`config.mk`:
```
export PLATFORM = sky130hd
export DESIGN_NAME = eps_steer_shutdown
export DESIGN_NICKNAME = d
export VERILOG_FILES = /design/src/core/eps_pkg.sv /design/src/core/eps_steer_shutdown.sv
export VERILOG_INCLUDE_DIRS = /design/src /design/src/core
export SDC_FILE = /design/constraint.sdc
export NUM_CORES = 1
export LEC_CHECK = 0
export BUFFER_PORTS_ARGS = -buffer_cell sky130_fd_sc_hd__buf_2
export CAP_MARGIN = 20
export CORE_ASPECT_RATIO = 1.75
export CORE_MARGIN = 2
export CORE_UTILIZATION = 49
export CTS_BUF_LIST = sky130_fd_sc_hd__clkbuf_8 sky130_fd_sc_hd__clkbuf_16
export DETAILED_ROUTE_END_ITERATION = 10
export PLACE_DENSITY = 0.79
export SLEW_MARGIN = 10
export SYNTH_ARGS = -nofsm -noshare
export SYNTH_HDL_FRONTEND = slang
export SYNTH_SLANG_ARGS = --single-unit
export TNS_END_PERCENT = 5
```
`constraint.sdc`:
```
create_clock -name ref_clk -period 3.2 [get_ports ref_clk]
set_clock_uncertainty 0.2 [all_clocks]
set_input_delay 0.64 -clock ref_clk [delete_from_list [all_inputs] [get_ports ref_clk]]
set_output_delay 0.64 -clock ref_clk [all_outputs]
set_load 0.005 [all_outputs]
```
`src/core/eps_regs.svh`:
```
// register offsets, field positions, reset values and mode codes of the pwm steering block
`ifndef EPS_REGS_SVH
`define EPS_REGS_SVH

`define EPS_ADDR_MODE       3'h0
`define EPS_ADDR_SHUTDOWN   3'h1
`define EPS_ADDR_DEADBAND   3'h2
`define EPS_ADDR_STEER      3'h3
`define EPS_ADDR_DUTY_HIGH  3'h4
`define EPS_ADDR_PERIOD     3'h5
`define EPS_ADDR_CC_HIGH    3'h6
`define EPS_ADDR_FLAGS      3'h7

`define EPS_MODE_RST        8'h00
`define EPS_SD_RST          7'h00
`define EPS_DB_RST          8'h00
`define EPS_STEER_RST       5'h01
`define EPS_BYTE_RST        8'h00

`define EPS_SD_FLAG_BIT     7
`define EPS_RESTART_BIT     7
`define EPS_STEER_SYNC_BIT  4
`define EPS_FLAG_PERIOD_BIT 0
`define EPS_FLAG_CC_BIT     1

`define EPS_MODE_OFF        4'h0
`define EPS_CMP_TOGGLE      4'h2
`define EPS_CAP_FALL        4'h4
`define EPS_CAP_RISE        4'h5
`define EPS_CAP_4TH         4'h6
`define EPS_CAP_16TH        4'h7
`define EPS_CMP_SET         4'h8
`define EPS_CMP_CLEAR       4'h9
`define EPS_CMP_SOFT        4'hA
`define EPS_CMP_SPECIAL     4'hB

`define EPS_CFG_SINGLE      2'h0
`define EPS_CFG_HALF        2'h2

`endif

```
`src/core/eps_pkg.sv`:
```
// types of the pwm steering and shutdown block
package eps_pkg;

	typedef struct packed {
		logic [7:0] modeCtl;
		logic [6:0] sdCtl;
		logic       sdFlag;
		logic [7:0] dbCtl;
		logic [4:0] steerReg;
		logic [1:0] steerEff;
		logic [7:0] dutyHigh;
		logic [7:0] periodLimit;
		logic [7:0] ccHigh;
		logic [9:0] timeBase;
		logic [6:0] dlyA;
		logic [6:0] dlyB;
		logic       pwmRun;
		logic       ptFlag;
		logic       ccFlag;
		logic       ccPin;
		logic       capPrev;
		logic [3:0] capCnt;
		logic       matchPrev;
		logic       compSync;
		logic       timerResetPulse;
		logic       adcStartPulse;
		logic [7:0] rdData;
	} eps_state_type;

endpackage

```
`src/core/eps_steer_shutdown.sv`:
```
// enhanced capture/compare/pwm block with steering, dead band and auto-shutdown
//
// Strobed register access and the address map are this design's own decisions.
`timescale 1ns/10ps
`default_nettype none
`include "eps_regs.svh"

module eps_steer_shutdown (
	input  wire logic        ref_clk,
	input  wire logic        nrst,
	input  wire logic [2:0]  regAddr,
	input  wire logic [7:0]  regWrData,
	input  wire logic        regWrite,
	input  wire logic        regRead,
	output logic      [7:0]  regRdData,
	input  wire logic        faultInput,
	input  wire logic        compLow,
	input  wire logic        comparatorSyncEnable,
	input  wire logic        timer1Tick,
	input  wire logic [15:0] timerCount,
	input  wire logic        captureIn,
	input  wire logic        adcEnable,
	output logic             timerResetPulse,
	output logic             adcStartPulse,
	output logic             periodTimerFlag,
	output logic             captureCompareFlag,
	output logic             shutdownActive,
	output logic             pwmOutA,
	output logic             pwmOutAOe,
	output logic             pwmOutAOwn,
	output logic             pwmOutB,
	output logic             pwmOutBOe,
	output logic             pwmOutBOwn
);

	eps_pkg::eps_state_type st;
	eps_pkg::eps_state_type next_st;

	logic       pwmMode;
	logic [1:0] outCfg;
	logic       halfBridge;
	logic       singleOut;
	logic [9:0] dutyValue;
	logic       periodStart;
	logic       rawPwm;
	logic       actA;
	logic       actB;
	logic       compEff;
	logic       sdCond;
	logic       ccMatch;
	logic       matchEvent;
	logic       capRise;
	logic       capFall;
	logic       capTake;
	logic [3:0] capLimit;
	logic       modeWrite;
	logic       wrSd;
	logic       wrSteer;
	logic       wrFlags;

	// shutdown source decode; reserved codes never shut down
	function automatic logic srcActive(input logic [2:0] sel, input logic fLow, input logic cLow);
		case (sel)
			3'h7, 3'h5: srcActive = fLow | cLow;
			3'h4:       srcActive = fLow;
			3'h3, 3'h1: srcActive = cLow;
			default:    srcActive = 1'b0;
		endcase
	endfunction

	// pin drive for one output: {own, oe, level}
	function automatic logic [2:0] pinDrive(input logic own, input logic act, input logic lowPol,
		input logic sd, input logic [1:0] sdState);
		if (!own) begin
			pinDrive = 3'b000;
		end else if (sd) begin
			pinDrive = sdState[1] ? 3'b100 : {2'b11, sdState[0]};
		end else begin
			pinDrive = {2'b11, act ^ lowPol};
		end
	endfunction

	assign pwmMode    = (st.modeCtl[3:2] == 2'b11);
	assign outCfg     = st.modeCtl[7:6];
	assign halfBridge = pwmMode && (outCfg == `EPS_CFG_HALF);
	assign singleOut  = pwmMode && (outCfg == `EPS_CFG_SINGLE);
	assign dutyValue  = {st.dutyHigh, st.modeCtl[5:4]};
	assign periodStart = pwmMode && (st.timeBase == {st.periodLimit, 2'b11});
	assign rawPwm     = st.pwmRun && (st.timeBase < dutyValue);
	// dead band holds the rising edge; a delay longer than the pulse never lets it through
	assign actA = halfBridge ? (rawPwm && st.dlyA == 7'h00) : rawPwm;
	assign actB = st.pwmRun && !rawPwm && st.dlyB == 7'h00;
	// with sync enabled the comparator can start a shutdown only through its sampled level; the fault input stays live
	assign compEff = comparatorSyncEnable ? st.compSync : compLow;
	assign sdCond  = srcActive(st.sdCtl[6:4], !faultInput, compEff);
	// shutdown uses the live level so the pins react before any edge
	assign shutdownActive = st.sdFlag | sdCond;
	assign ccMatch    = (timerCount == {st.ccHigh, st.dutyHigh});
	assign matchEvent = ccMatch && !st.matchPrev;
	assign capRise    = captureIn && !st.capPrev;
	assign capFall    = !captureIn && st.capPrev;
	assign modeWrite  = regWrite && regAddr == `EPS_ADDR_MODE;
	assign wrSd       = regWrite && regAddr == `EPS_ADDR_SHUTDOWN;
	assign wrSteer    = regWrite && regAddr == `EPS_ADDR_STEER;
	assign wrFlags    = regWrite && regAddr == `EPS_ADDR_FLAGS;

	always_comb begin
		case (st.modeCtl[3:0])
			`EPS_CAP_16TH: capLimit = 4'hF;
			`EPS_CAP_4TH:  capLimit = 4'h3;
			default:       capLimit = 4'h0;
		endcase
		case (st.modeCtl[3:0])
			`EPS_CAP_FALL:                           capTake = capFall;
			`EPS_CAP_RISE, `EPS_CAP_4TH, `EPS_CAP_16TH: capTake = capRise && st.capCnt == capLimit;
			default:                                 capTake = 1'b0;
		endcase
	end

	always_comb begin
		logic [2:0] drvA;
		logic [2:0] drvB;
		drvA = 3'b000;
		drvB = 3'b000;
		if (singleOut) begin
			drvA = pinDrive(st.steerEff[0], rawPwm, st.modeCtl[1], shutdownActive, st.sdCtl[3:2]);
			drvB = pinDrive(st.steerEff[1], rawPwm, st.modeCtl[0], shutdownActive, st.sdCtl[1:0]);
		end else if (halfBridge) begin
			drvA = pinDrive(1'b1, actA, st.modeCtl[1], shutdownActive, st.sdCtl[3:2]);
			drvB = pinDrive(1'b1, actB, st.modeCtl[0], shutdownActive, st.sdCtl[1:0]);
		end else if (!pwmMode) begin
			// compare modes that own the pin; the rest leave both pins to the port
			case (st.modeCtl[3:0])
				`EPS_CMP_SET, `EPS_CMP_CLEAR, `EPS_CMP_TOGGLE: drvA = {2'b11, st.ccPin};
				default:                                      drvA = 3'b000;
			endcase
		end
		pwmOutAOwn = drvA[2];
		pwmOutAOe  = drvA[1];
		pwmOutA    = drvA[0];
		pwmOutBOwn = drvB[2];
		pwmOutBOe  = drvB[1];
		pwmOutB    = drvB[0];
	end

	always_comb begin
		next_st = st;
		next_st.timerResetPulse = 1'b0;
		next_st.adcStartPulse   = 1'b0;
		next_st.matchPrev = ccMatch;
		next_st.capPrev   = captureIn;

		if (regWrite) begin
			case (regAddr)
				`EPS_ADDR_MODE:      next_st.modeCtl = regWrData;
				`EPS_ADDR_SHUTDOWN:  next_st.sdCtl = regWrData[6:0];
				`EPS_ADDR_DEADBAND:  next_st.dbCtl = regWrData;
				`EPS_ADDR_STEER:     next_st.steerReg = {regWrData[4], 2'b00, regWrData[1:0]};
				`EPS_ADDR_DUTY_HIGH: next_st.dutyHigh = regWrData;
				`EPS_ADDR_PERIOD:    next_st.periodLimit = regWrData;
				`EPS_ADDR_CC_HIGH:   next_st.ccHigh = regWrData;
				default:             next_st.modeCtl = st.modeCtl;
			endcase
		end

		if (timer1Tick) begin
			next_st.compSync = compLow;
		end

		// level shutdown wins over a write; auto-restart also drops a firmware shutdown
		if (sdCond) begin
			next_st.sdFlag = 1'b1;
		end else if (st.dbCtl[`EPS_RESTART_BIT]) begin
			next_st.sdFlag = 1'b0;
		end else if (wrSd) begin
			next_st.sdFlag = regWrData[`EPS_SD_FLAG_BIT];
		end

		// time base: instruction-cycle bits below the 8-bit period timer
		if (!pwmMode || periodStart) begin
			next_st.timeBase = 10'h000;
		end else begin
			next_st.timeBase = st.timeBase + 10'h001;
		end

		if (!pwmMode || shutdownActive) begin
			next_st.pwmRun = 1'b0;
		end else if (periodStart) begin
			next_st.pwmRun = 1'b1;
		end

		next_st.dlyA = rawPwm ? ((st.dlyA != 7'h00) ? st.dlyA - 7'h01 : 7'h00) : st.dbCtl[6:0];
		next_st.dlyB = (st.pwmRun && !rawPwm) ? ((st.dlyB != 7'h00) ? st.dlyB - 7'h01 : 7'h00)
			: st.dbCtl[6:0];

		if (wrSteer && !regWrData[`EPS_STEER_SYNC_BIT]) begin
			next_st.steerEff = regWrData[1:0];
		end else if (periodStart && st.steerReg[`EPS_STEER_SYNC_BIT]) begin
			next_st.steerEff = st.steerReg[1:0];
		end

		if (periodStart) begin
			next_st.ptFlag = 1'b1;
		end else if (wrFlags && regWrData[`EPS_FLAG_PERIOD_BIT]) begin
			next_st.ptFlag = 1'b0;
		end

		if (capRise && capLimit != 4'h0) begin
			next_st.capCnt = (st.capCnt == capLimit) ? 4'h0 : st.capCnt + 4'h1;
		end
		if (capTake) begin
			next_st.ccHigh   = timerCount[15:8];
			next_st.dutyHigh = timerCount[7:0];
		end

		if (!pwmMode && matchEvent) begin
			case (st.modeCtl[3:0])
				`EPS_CMP_CLEAR:  next_st.ccPin = 1'b0;
				`EPS_CMP_SET:    next_st.ccPin = 1'b1;
				`EPS_CMP_TOGGLE: next_st.ccPin = !st.ccPin;
				`EPS_CMP_SPECIAL: begin
					next_st.timerResetPulse = 1'b1;
					next_st.adcStartPulse   = adcEnable;
				end
				default:         next_st.ccPin = st.ccPin;
			endcase
		end

		// a new event beats a clear in the same cycle
		if (capTake || (matchEvent && st.modeCtl[3])) begin
			next_st.ccFlag = 1'b1;
		end else if (wrFlags && regWrData[`EPS_FLAG_CC_BIT]) begin
			next_st.ccFlag = 1'b0;
		end

		// entering clear or set compare mode from any mode but off presets the pin; off clears the compare pin and the capture count
		if (modeWrite) begin
			next_st.capCnt = 4'h0;
			if (regWrData[3:0] == `EPS_CMP_CLEAR) begin
				next_st.ccPin = 1'b1;
			end else if (regWrData[3:0] == `EPS_CMP_SET) begin
				next_st.ccPin = 1'b0;
			end
		end
		if (st.modeCtl[3:0] == `EPS_MODE_OFF) begin
			next_st.ccPin  = 1'b0;
			next_st.capCnt = 4'h0;
		end

		next_st.rdData = 8'h00;
		if (regRead) begin
			case (regAddr)
				`EPS_ADDR_MODE:      next_st.rdData = st.modeCtl;
				`EPS_ADDR_SHUTDOWN:  next_st.rdData = {st.sdFlag, st.sdCtl};
				`EPS_ADDR_DEADBAND:  next_st.rdData = st.dbCtl;
				`EPS_ADDR_STEER:     next_st.rdData = {3'b000, st.steerReg};
				`EPS_ADDR_DUTY_HIGH: next_st.rdData = st.dutyHigh;
				`EPS_ADDR_PERIOD:    next_st.rdData = st.periodLimit;
				`EPS_ADDR_CC_HIGH:   next_st.rdData = st.ccHigh;
				`EPS_ADDR_FLAGS:     next_st.rdData = {6'h00, st.ccFlag, st.ptFlag};
				default:             next_st.rdData = 8'h00;
			endcase
		end
	end

	always_ff @(posedge ref_clk) begin
		if (!nrst) begin
			st             <= '0;
			st.modeCtl     <= `EPS_MODE_RST;
			st.sdCtl       <= `EPS_SD_RST;
			st.dbCtl       <= `EPS_DB_RST;
			st.steerReg    <= `EPS_STEER_RST;
			// the effective copy keeps only the two enable bits of the reset value
			st.steerEff    <= 2'(`EPS_STEER_RST);
			st.dutyHigh    <= `EPS_BYTE_RST;
			st.periodLimit <= `EPS_BYTE_RST;
			st.ccHigh      <= `EPS_BYTE_RST;
		end else begin
			st <= next_st;
		end
	end

	assign regRdData          = st.rdData;
	assign timerResetPulse    = st.timerResetPulse;
	assign adcStartPulse      = st.adcStartPulse;
	assign periodTimerFlag    = st.ptFlag;
	assign captureCompareFlag = st.ccFlag;
endmodule
`default_nettype wire

```
==> impl_metrics.csv <==
group,metric,value,unit
floorplanning,die_area,0.0116,mm²
clock_network,clk_path_buf_depth,2,
yosys,ys_types,57,
yosys,netlist_area,0.00523,mm²
clock_network,cts_hold_buf,0,
route,drtPass1Iterations,6,
setup_path,r2r_slack,0.92,ns
yosys,syn_area_per_cell,7.92,µm²
grt,overflow,0,
final_layout,drive_above_1_share,18.3,%
yosys,synthFlopType,"dfxtp_1",
yosys,yosysSeqAreaShare,37.5,%
timing,period_minus_slack,3.28,ns
clock_network,cts_tree,"yes",
setup_path,cp_slowest_cell,"or4b_1",
final_layout,syn_to_final_growth,16.7,%
setup_path,rr_startpoint,"dutyValue[7]$_SDFFE_PN0P_",
timing,holdWs,0.258,ns
yosys,syn_nets,711,
final_layout,nets,771,
worst_hold_path,hold_path_class,"reg2reg",
clock_network,clock_latency,0.34,ns
setup_path,critPathMaxStageDelay,0.48,ns
timing,slew_headroom,57.4,%
floorplanning,core-area,0.0106,mm²
setup_path,worstSetupPathDepth,9,
timing,hold_viol_final,0,
floorplanning,start_util,49.5,%
yosys,synth_top_area_cell,"dfxtp_1",
placed_design,port_buffers,55,
grt,grtUsageTotal,26.9,%
yosys,yosysTopAreaCellShare,37.5,%
setup_path,crit_chain,"inv_2 > ha_4 > a211oi_2 > nor2_2 > a211oi_4 > nand3_2 > or4b_1 > a32oi_1 > buf_2",
floorplanning,die_w,82.1,µm
yosys,syn_inst,661,
setup_path,cp-end-kind,"output pin",
timing,setup_viol,2,
timing,worst_pin_slew,0.634,ns
job,drv_cap,0,
route,wl_per_cell,17.7,µm
status,violations,"setup timing",
setup_path,r2r_cells,9,
route,via_per_inst,5.87,
placed_design,dp_hpwl,11500,µm
final_layout,num_antenna_cells,0,
timing,fmax,0.304,GHz
status,outcome,"finished, violations left",
grt,grt_pass1_vias,4893,
grt,antenna_found_initial,0,
route,route.detailed.drc,0,
floorplanning,pin_count,56,
setup_path,path_class,"reg2out",
placed_design,gp_congestion,0.964,
floorplanning,fp.dieH,141,µm
setup_path,start_kind,"flop",
clock_network,cts_sinks,98,
route,vias,5023,
final_layout,fin_cells,855,
setup_path,critPathBufInv,2,
yosys,yosysWarnings,0,
floorplanning,rows,50,
setup_path,crit_end,"pwmOutA",
pwr,ir_worst_vdd,0.298,mV
clock_network,cts-root-buf,"clkbuf_16",
setup_path,path_delay_family,"compound AO/OA/AOI/OAI gates",
clock_network,cts_buffers,9,
timing,grt_setup_unrepaired,"true",
timing,layout_setup_ws,-0.0841,ns
grt,grt_pass1_wl,23900,µm
route,antenna_left,0,
setup_path,cp_max_fo,2,
yosys,synthTopCellsByArea,"dfxtp_1 (37%), nand2_1 (7.4%), mux2i_1 (6.5%)",
setup_path,cp.required,2.36,ns
route,drt_iter0_markers,532,
clock_network,htreeDepth,3,
pwr,power.density,423,mW/mm²
setup_path,crit_arrival,2.44,ns
pwr,p_leak,0.00243,µW
placed_design,place_worst_setup_slack,-0.0424,ns
yosys,synthArstFlopShare,0,%
clock_network,path_clk_slew,0.07,ns
yosys,synth_edf_count,0,
setup_path,startpoint,"dutyValue[7]$_SDFFE_PN0P_",
timing,drv_slew,0,
route,wl,15100,µm
setup_path,r2r_end,"st[33]$_SDFF_PN0_",
placed_design,post-place-cells,836,
grt,grt_max_degree,35,
timing,fin_crit_sh,103,%
yosys,yosys_register_bits,98,
## layout by cell type, fill, tap and decap left out, types with 8 or more instances in the layout
cell       count
ha_1          11
or3_1         11
clkbuf_16      9
o21ai_0       18
nor3_1        15
nand2_1      103
dfxtp_2        8
dfxtp_1       89
nor2_1        73
xor2_1        27
a21oi_1       57
buf_4         36
inv_1         21
xnor2_1       16
nand3_1       18
mux2i_1       34
a211oi_1      21
buf_2         55
## worst min path at each step
| stage | from | end | slack (ns) | cells past startpoint |
|---|---|---|---|---|
| 5_1_grt | st[87]$_SDFFE_PN0P_ | st[87]$_SDFFE_PN0P_ | 0.28 | 2 |
| 2_1_floorplan | st[35]$_SDFF_PP0_ | st[35]$_SDFF_PP0_ | 0.23 | 1 |
| 6_report | st[87]$_SDFFE_PN0P_ | st[87]$_SDFFE_PN0P_ | 0.26 | 2 |
| 3_3_place_gp | st[87]$_SDFFE_PN0P_ | st[87]$_SDFFE_PN0P_ | 0.24 | 2 |
| 4_1_cts | st[87]$_SDFFE_PN0P_ | st[87]$_SDFFE_PN0P_ | 0.26 | 2 |
| 3_5_place_dp | st[87]$_SDFFE_PN0P_ | st[87]$_SDFFE_PN0P_ | 0.25 | 2 |
## synth_stat cells, drive strengths merged, types with 17 or more instances
master / number
buf: 17
clkbuf: 25
a21oi: 57
nand2: 103
xor2: 27
nand3: 19
dfxtp: 98
o21ai: 19
a211oi: 23
mux2i: 34
nor2: 76
inv: 22
## layout make-up
type / instances / area [µm²]
Fill cell: 937 / 4470
Timing Repair Buffer: 91 / 546
Sequential cell: 98 / 1980
Clock buffer: 10 / 239
Inverter: 24 / 90.1
Clock inverter: 5 / 55.1
Multi-Input combinational cell: 497 / 3040
Tap cell: 130 / 163
## through the flow
step	area [µm²]	TNS (ns)	total power (µW)	utilization, %
2_1_floorplan	5230	0	1430	-
3_3_place_gp	5720	-0.0323	1520	54.1
3_5_place_dp	5720	-0.0424	1520	54.1
4_1_cts	6080	-0.0641	2590	57.6
5_1_grt	6110	-0.291	2660	57.8
6_report	6110	-0.102	2580	57.8
## report_power, final
group          internal [µW]  switching [µW]  total (µW)
sequential              1240            19.1        1260
clock                    621             456        1080
combinational           96.0             152         248
total                   1960             628        2580
## cells by family (layout without fill, tap and decap cells)
logic type | after synthesis | in the layout | synth area share (%)
AOI/OAI and AO/OA | 133 | 133 | 16.0
DFF | 98 | 98 | 37.5
xor gates and xnor gates | 43 | 43 | 7.20
and+or+nand+nor | 272 | 272 | 23.7
muxes | 36 | 36 | 7.15
buffers and inverters | 66 | 130 | 5.43
adders and majority gates | 13 | 13 | 3.11
## state kept, by name, summed over array words and instances (netlist names)
name	flops
st	74
dutyValue	10
regRdData	8
outCfg	2
adcStartPulse	1
captureCompareFlag	1
periodTimerFlag	1
timerResetPulse	1
## routing by layer
layer  wire length, µm  global-route usage (%)
met2              7920                    48.0
met5                 0                       0
met1              5360                    27.3
met4              1070                    18.4
met3               787                    4.87
## repair_timing
item / 4_1_cts / 5_1_grt
gates resized for setup: 15 / 6
buffers inserted: 4 / 0
setup endpoints to repair: 2 / 2
pin swaps: 7 / 4
## worst reg2reg max path, delay by kind of cell, from the launching register on
kind | cells | cell delay (ns)
compound gates | 3 | 0.68
fa+ha+maj | 1 | 0.21
simple gates | 3 | 0.52
flops | 1 | 0.34
buf+inv | 2 | 0.25
Note: power is estimated with default switching activity, not from simulation.
